[config.mk]
export PLATFORM = sky130hd
export DESIGN_NAME = secp_eeprom
export DESIGN_NICKNAME = d
export VERILOG_FILES = /design/src/rtl/secp_pkg.sv /design/src/rtl/secp_eeprom.sv
export VERILOG_INCLUDE_DIRS = /design/src /design/src/rtl
export SDC_FILE = /design/constraint.sdc
export NUM_CORES = 2
export LEC_CHECK = 0
export BUFFER_PORTS_ARGS = -buffer_cell sky130_fd_sc_hd__clkbuf_2
export CORE_ASPECT_RATIO = 1.2
export CORE_UTILIZATION = 47
export CTS_CLUSTER_SIZE = 30
export DETAILED_ROUTE_END_ITERATION = 8
export SLEW_MARGIN = 20
export SYNTH_ARGS = -nofsm -noshare
export SYNTH_HDL_FRONTEND = slang
export SYNTH_SLANG_ARGS = --single-unit
[constraint.sdc]
create_clock -name clock -period 5.85 [get_ports clock]
set_clock_uncertainty 0.15 [all_clocks]
set_input_delay 0.2925 -clock clock [delete_from_list [all_inputs] [get_ports clock]]
set_output_delay 0.2925 -clock clock [all_outputs]
set_load 0.01 [all_outputs]
[src/rtl/secp_cfg.svh]
// Constants of the serial EEPROM command port
`ifndef SECP_CFG_SVH
`define SECP_CFG_SVH
// Core clock period and self-timed programming time
`define SECP_CLK_NS 100
`define SECP_T_WP_NS 10000000
// Opcodes that follow the start marker
`define SECP_OP_SPECIAL 2'h0
`define SECP_OP_WRITE 2'h1
`define SECP_OP_READ 2'h2
`define SECP_OP_ERASE 2'h3
// Special commands, top two address bits under the special opcode
`define SECP_SP_DISABLE 2'h0
`define SECP_SP_WRITE_ALL 2'h1
`define SECP_SP_ERASE_ALL 2'h2
`define SECP_SP_ENABLE 2'h3
// Reset value of the enable latch and level of an erased bit
`define SECP_WEN_RST 1'h0
`define SECP_ERASED_BIT 1'h1
`endif

[src/rtl/secp_pkg.sv]
// Types of the serial EEPROM command port
package secp_pkg;
	typedef enum logic [2:0] {
		ST_IDLE,
		ST_CMD,
		ST_READ,
		ST_WDATA,
		ST_PROG,
		ST_DONE
	} secp_st_t;
endpackage : secp_pkg
[src/rtl/secp_eeprom.sv]
// Serial EEPROM command port: framing, decode, programming and storage
`timescale 1ns/1ns
`include "secp_cfg.svh"
// Behaviour
// - Instruction starts with start marker one
// - Small variant: opcode plus 6-bit address
// - Large variant: opcode plus 8-bit address
// - Read sends dummy zero then 16 bits
// - Read output changes only on serial_clock rise; status follows busy
// - Power-up leaves programming disabled
// - Enable holds until disable or reset
// - Erase sets addressed word to ones
// - Chip select fall starts erase cycle
// - Output shows busy zero, ready one
// - Write takes 16 data bits, MSB first
// - Status shown when select raised again
// - Erase all sets every word ones
// - Write all programs every word
// - Disable blocks programming; reads work unless a job is pending or the queue is full
// - Decode 10 read, 01 write, 11 erase
// - Special 11 enable, 10 erase all, 01 write all
// - Special 00 is programming disable
// - Unused upper address bits are ignored
module secp_eeprom
	import secp_pkg::*;
#(
	parameter int ADDR_BITS = 6,
	parameter int ADDR_USED = 6,
	parameter int WORD_BITS = 16,
	parameter int FIFO_DEPTH = 2,
	parameter int PROG_CYCLES = `SECP_T_WP_NS / `SECP_CLK_NS
) (
	input wire logic clock,
	input wire logic rstn,
	input wire logic chip_select,
	input wire logic serial_clock,
	input wire logic serial_in,
	output logic serial_out,
	output logic serial_out_oen
);

	// ****************************************************************
	// Sizes and state
	// ****************************************************************
	localparam int FRAME = 2 + ADDR_BITS;
	localparam int WORDS = 1 << ADDR_USED;
	localparam int CW = $clog2(FRAME + WORD_BITS + 1);
	localparam int TW = $clog2(PROG_CYCLES + 1);
	localparam int EW = 1 + ADDR_BITS + WORD_BITS;
	localparam int PW = (FIFO_DEPTH > 1) ? $clog2(FIFO_DEPTH) : 1;
	localparam int QW = $clog2(FIFO_DEPTH + 1);

	typedef struct packed {
		logic cs_m;
		logic cs_s;
		logic sk_m;
		logic sk_s;
		logic sk_d;
		logic di_m;
		logic di_s;
		secp_st_t st;
		logic [CW-1:0] cnt;
		logic [FRAME-1:0] cmd;
		logic [WORD_BITS-1:0] sh;
		logic wen;
		logic pend;
		logic show;
		logic [EW-1:0] job;
		logic dout;
		logic drv;
		logic [FIFO_DEPTH-1:0][EW-1:0] fq;
		logic [PW-1:0] wp;
		logic [PW-1:0] rp;
		logic [QW-1:0] qn;
		logic eng;
		logic [TW-1:0] tmr;
		logic [EW-1:0] cur;
		logic [WORDS-1:0][WORD_BITS-1:0] mem;
	} secp_core_t;

	secp_core_t s;
	secp_core_t next_s;

	// ****************************************************************
	// Helpers
	// ****************************************************************
	function automatic logic [EW-1:0] pack_job(
		input logic all,
		input logic [ADDR_BITS-1:0] a,
		input logic [WORD_BITS-1:0] d
	);
		pack_job = {all, a, d};
	endfunction : pack_job

	function automatic logic [PW-1:0] ptr_inc(input logic [PW-1:0] p);
		if (p == PW'(FIFO_DEPTH - 1)) begin
			ptr_inc = '0;
		end else begin
			ptr_inc = p + 1'b1;
		end
	endfunction : ptr_inc

	logic sk_rise;
	logic [FRAME-1:0] full;
	logic [1:0] op;
	logic [1:0] top;
	logic [ADDR_BITS-1:0] addr;
	logic last_bit;
	logic q_in_ready;
	logic q_out_valid;
	logic push;
	logic pop;
	logic busy;
	logic commit;
	logic cur_all;
	logic [ADDR_USED-1:0] cur_idx;
	logic [WORD_BITS-1:0] cur_data;

	assign sk_rise = s.sk_s & ~s.sk_d;
	assign full = {s.cmd[FRAME-2:0], s.di_s};
	assign op = full[FRAME-1:FRAME-2];
	assign top = full[ADDR_BITS-1:ADDR_BITS-2];
	assign addr = full[ADDR_BITS-1:0];
	assign last_bit = (s.st == ST_CMD) && sk_rise
		&& (s.cnt == CW'(FRAME - 1));

	// Two-entry queue between the decoder and the programming engine
	assign q_in_ready = s.qn != QW'(FIFO_DEPTH);
	assign q_out_valid = s.qn != '0;
	assign push = s.pend && q_in_ready;
	assign pop = q_out_valid && !s.eng;
	assign busy = s.pend || q_out_valid || s.eng;
	assign commit = s.eng && (s.tmr == '0);
	assign cur_all = s.cur[EW-1];
	assign cur_idx = s.cur[WORD_BITS +: ADDR_USED];
	assign cur_data = s.cur[WORD_BITS-1:0];

	assign serial_out = s.dout;
	assign serial_out_oen = ~s.drv;

	// ****************************************************************
	// Next state
	// ****************************************************************
	always_comb begin
		next_s = s;
		next_s.cs_m = chip_select;
		next_s.cs_s = s.cs_m;
		next_s.sk_m = serial_clock;
		next_s.sk_s = s.sk_m;
		next_s.sk_d = s.sk_s;
		next_s.di_m = serial_in;
		next_s.di_s = s.di_m;

		if (push) begin
			next_s.fq[s.wp] = s.job;
			next_s.wp = ptr_inc(s.wp);
			next_s.pend = 1'b0;
		end
		if (pop) begin
			next_s.cur = s.fq[s.rp];
			next_s.rp = ptr_inc(s.rp);
			next_s.eng = 1'b1;
			next_s.tmr = TW'(PROG_CYCLES - 1);
		end
		next_s.qn = QW'(s.qn + QW'(push) - QW'(pop));

		if (s.eng) begin
			if (commit) begin
				next_s.eng = 1'b0;
				if (cur_all) begin
					for (int i = 0; i < WORDS; i++) begin
						next_s.mem[i] = cur_data;
					end
				end else begin
					next_s.mem[cur_idx] = cur_data;
				end
			end else begin
				next_s.tmr = s.tmr - 1'b1;
			end
		end

		if (!s.cs_s) begin
			next_s.st = ST_IDLE;
			next_s.cnt = '0;
			next_s.drv = 1'b0;
			if (s.st == ST_PROG) begin
				next_s.pend = 1'b1;
				next_s.show = 1'b1;
			end
		end else begin
			case (s.st)
			ST_IDLE: begin
				if (s.show) begin
					next_s.drv = 1'b1;
					next_s.dout = ~busy;
				end
				if (sk_rise && s.di_s && !s.pend && q_in_ready) begin
					next_s.st = ST_CMD;
					next_s.cnt = '0;
					next_s.show = 1'b0;
					next_s.drv = 1'b0;
				end
			end
			ST_CMD: begin
				if (sk_rise) begin
					next_s.cmd = full;
					next_s.cnt = s.cnt + 1'b1;
				end
				if (last_bit) begin
					next_s.cnt = '0;
					next_s.st = ST_DONE;
					case (op)
					`SECP_OP_READ: begin
						next_s.st = ST_READ;
						next_s.sh = s.mem[addr[ADDR_USED-1:0]];
						next_s.drv = 1'b1;
						next_s.dout = 1'b0;
					end
					`SECP_OP_WRITE: begin
						if (s.wen) begin
							next_s.st = ST_WDATA;
							next_s.job = pack_job(1'b0, addr, '0);
						end
					end
					`SECP_OP_ERASE: begin
						if (s.wen) begin
							next_s.st = ST_PROG;
							next_s.job = pack_job(1'b0, addr,
								{WORD_BITS{`SECP_ERASED_BIT}});
						end
					end
					default: begin
						case (top)
						`SECP_SP_ENABLE: next_s.wen = 1'b1;
						`SECP_SP_DISABLE: next_s.wen = 1'b0;
						`SECP_SP_ERASE_ALL: begin
							if (s.wen) begin
								next_s.st = ST_PROG;
								next_s.job = pack_job(1'b1, addr,
									{WORD_BITS{`SECP_ERASED_BIT}});
							end
						end
						default: begin
							if (s.wen) begin
								next_s.st = ST_WDATA;
								next_s.job = pack_job(1'b1, addr, '0);
							end
						end
						endcase
					end
					endcase
				end
			end
			ST_READ: begin
				if (sk_rise) begin
					next_s.dout = s.sh[WORD_BITS-1];
					next_s.sh = s.sh << 1;
					next_s.cnt = s.cnt + 1'b1;
					if (s.cnt == CW'(WORD_BITS - 1)) begin
						next_s.st = ST_DONE;
					end
				end
			end
			ST_WDATA: begin
				if (sk_rise) begin
					next_s.job[WORD_BITS-1:0] =
						{s.job[WORD_BITS-2:0], s.di_s};
					next_s.cnt = s.cnt + 1'b1;
					if (s.cnt == CW'(WORD_BITS - 1)) begin
						next_s.st = ST_PROG;
					end
				end
			end
			ST_PROG: begin
				if (sk_rise) begin
					next_s.st = ST_DONE;
				end
			end
			ST_DONE: begin
			end
			default: next_s.st = ST_IDLE;
			endcase
		end
	end

	// ****************************************************************
	// State register
	// ****************************************************************
	// enable latch clears only at reset or disable
	always_ff @(posedge clock or negedge rstn) begin
		if (!rstn) begin
			s <= '0;
		end else begin
			s <= next_s;
		end
	end
endmodule : secp_eeprom

==> results.sh <==
export IMPL_outcome="completed"
export IMPL_synth_top_cell_area_share_pct=53.7
export IMPL_postCtsResizedCells=0
export IMPL_hold_start="chip_select"
export IMPL_most_common_cell_after_layout_fill_and_taps_aside="dfrtp_1"
export IMPL_tritoncts_num_sinks=1181
export IMPL_clockRootBuffer="clkbuf_16"
export IMPL_detail_route_wl_per_cell_microns=27.3
export IMPL_pin_count_of_the_biggest_net_entering_global_routing=196
export IMPL_placement_io_buffers=6
export IMPL_drt_vias_per_instance=6.03
export IMPL_num_io_pins=7
export IMPL_unrepaired_setup_endpoints_after_global_routing="no"
export IMPL_synth_area_leaders="dfrtp_1, mux2_2, mux4_2"
export IMPL_hold_class="in2reg"
export IMPL_place_gp_congestion=0.838
export IMPL_hold_viol_final=0
export IMPL_final_cell_mix="dfrtp_1, mux2_2, mux4_2"
export IMPL_cellInternalPower_w=0.0134
export IMPL_fp_dieArea_sq_um=118000
export IMPL_max_buffers_root_to_sink=3
export IMPL_start_util_pct=47.4
export IMPL_pwr_share_seq_pct=45.9
export IMPL_postSynthAreaPerCell_sq_um=14.9
export IMPL_cts_buffers=119
export IMPL_synth_nets=3698
export IMPL_place_hpwl_mm=86.8
export IMPL_totalWireLength_mm=142
export IMPL_initial_antenna_violation_count=3
export IMPL_required_ns=6.31
export IMPL_grt_use_total_pct=24.5
export IMPL_period_needed_ns=4.11
export IMPL_synthesis_instances=3685
export IMPL_share_comb_of_total_power_pct=10.6
export IMPL_htreeDepth=3
export IMPL_drive_above_1_share_pct=45.8
export IMPL_cellLeakagePower_nw=29.5
export IMPL_timing_reg2reg_setup_slack_ns=1.74
export IMPL_drt_antenna_violating_nets=0
export IMPL_synth_seq_area_share_pct=53.7
export IMPL_vdd_drop_max_mv=0.230
export IMPL_floorplan_row_count=137
export IMPL_total_of_flip_flops_plus_latches_after_synthesis=1181
export IMPL_power_switching_fraction_pct=25.6
export IMPL_maxSlewViolCount=0
export IMPL_grt_pass1_vias=34400
export IMPL_share_clk_of_total_power_pct=43.5
export IMPL_clk_latency_ns=0.72
export IMPL_clock_tree_from_tritoncts="yes"
export IMPL_ys_types=71
export IMPL_synthesis_yosys_warnings=0
export IMPL_worstRegToRegCells=7
export IMPL_routed_via_count=31300
export IMPL_critical_path_max_fanout=21
export IMPL_register_area_sq_um=29600
export IMPL_synth_area_sq_um=55000
export IMPL_netSwitchingPower_w=0.00464
export IMPL_layout_worst_path_cycle_share_pct=70.2
export IMPL_dr_first_iter_drc_count=2011
export IMPL_cp_end_kind="register"
export IMPL_drt_first_pass_iters=5
export IMPL_die_height_microns=377
export IMPL_core_area_sq_um=116000
export IMPL_num_antenna_cells=0
export IMPL_route_detailed_drc=0
export IMPL_die_wd_microns=314
export IMPL_cap_viol_max_count=0
export IMPL_fin_util_pct=51.8
export IMPL_num_fill_cells=9617
export IMPL_startpoint_type="register"
export IMPL_crit_path_start="s[1057]"
export IMPL_ys_flop_type="dfrtp_1"
export IMPL_clkTransAtPathRegs_ns=0.06
export IMPL_fin_ws_ns=1.74
export IMPL_synth_enable_flop_cells=0
export IMPL_critPathKind="reg2reg"
export IMPL_power_density_cell_area_nw_per_um2=300
export IMPL_finalNetCount=3589
export IMPL_report_final_setup_viol=0
export IMPL_grt_overflow_total=0
export IMPL_worst_slew_pin_slew_ns=1.26
export IMPL_hold_depth=2
export IMPL_multi_input_area_sq_um=23700
export IMPL_max_slew_margin_pct=13.9
export IMPL_critical_path_reg2reg_startpoint="s[1057]"
export IMPL_fin_setup_tns_ns=0
export IMPL_area_growth_synth_to_final_pct=9.45
export IMPL_grt_pass1_wl_mm=218
export IMPL_async_reset_ff_share_pct=100
export IMPL_dp_worst_setup_slack_ns=1.78
export IMPL_worstPathArrival_ns=4.57
export IMPL_max_clock_freq_mhz=243
export IMPL_yosysTopAreaCell="dfrtp_1"
## power by group through the flow
stage	sequential [W]	combinational, W	clock, W
finish	0.00830	0.00192	0.00787
global route	0.00829	0.00204	0.00837
CTS	0.00830	0.00194	0.00805
detailed placement	0.00845	0.00193	0
global placement	0.00845	0.00192	0
floorplan	0.00835	0.00114	0
## metal layers
| metal | vias to the layer above | global-route usage (%) | routed length (microns) |
|---|---|---|---|
| met1 | 17100 | 32.2 | 60000 |
| met5 | - | 0 | 8 |
| met3 | 232 | 3.17 | 5560 |
| li1 | 13400 | - | - |
| met4 | 2 | 9.33 | 5010 |
| met2 | 665 | 41.5 | 71300 |
## through the flow
stage / hold WS (ns) / cell area, sq um / std cells / total power (W)
2_1_floorplan: -0.153 / 55000 / 3685 / 0.00950
3_3_place_gp: 0.182 / 56100 / 4978 / 0.0104
3_5_place_dp: 0.185 / 56100 / 4978 / 0.0104
4_1_cts: 0.0141 / 60200 / 5198 / 0.0183
5_1_grt: 0.0589 / 60200 / 5200 / 0.0187
6_report: 0.0650 / 60200 / 5200 / 0.0181
## registers in the layout (all words and copies together), names as in the netlist
register,flops
cur_all,1
cur_data,16
cur_idx,6
next_s,4
full,2
serial_out,1
addr,6
s,1145
## worst paths after layout
check / to
hold / removal: next_s[1180]
min in group asynchronous: s[580]
hold reg to reg: addr[0]
setup / recovery: s[50]
max in group asynchronous: s[475]
setup reg to reg: s[50]
## layout make-up
| cell class | instances | share of cell area (%) |
|---|---|---|
| Multi-Input combinational cell | 2157 | 39.3 |
| Timing Repair Buffer | 100 | 1.61 |
| Clock inverter | 31 | 0.669 |
| Clock buffer | 185 | 6.06 |
| Inverter | 17 | 0.106 |
| Sequential cell | 1181 | 49.1 |
| Tap cell | 1529 | 3.18 |
## synthesized netlist by cell type (14+ instances only)
library cell,n
buf_1,28
mux2i_1,170
a31oi_1,33
a221oi_1,17
inv_1,16
mux2_2,1077
nor2_8,49
buf_2,30
nand2b_1,16
a22oi_1,39
buf_4,17
nor2_2,15
mux4_2,223
nor2_1,58
a21oi_1,118
o21ai_0,49
nand3_1,19
clkbuf_1,199
dfrtp_1,1181
buf_6,50
nor3_1,16
nand2_1,86
nor2b_1,14
## what timing repair did
action | 4_1_cts | 5_1_grt
buffers inserted | 0 | 0
endpoints found under the setup margin | 0 | 0
hold buffers | 4 | 0
endpoints found under the hold margin | 85 | 0
## kinds of logic after synthesis
group	count (synthesis)	synth area share [%]
xor+xnor	4	0.0636
compound gates	336	3.90
fa+ha+maj	8	0.182
buf+inv	347	3.38
simple gates	331	4.37
flops	1181	53.7
mux	1478	34.4
## worst max-delay path, cell delays in order, from the launching register on
cell      delay [ns]
dfrtp_1         0.40
or4_1           0.66
or4_4           0.50
nor4_4          0.31
nand2b_4        0.41
buf_4           0.58
nor2_8          0.48
mux2_2          0.39
No activity file was read; power rests on OpenSTA's default activity.
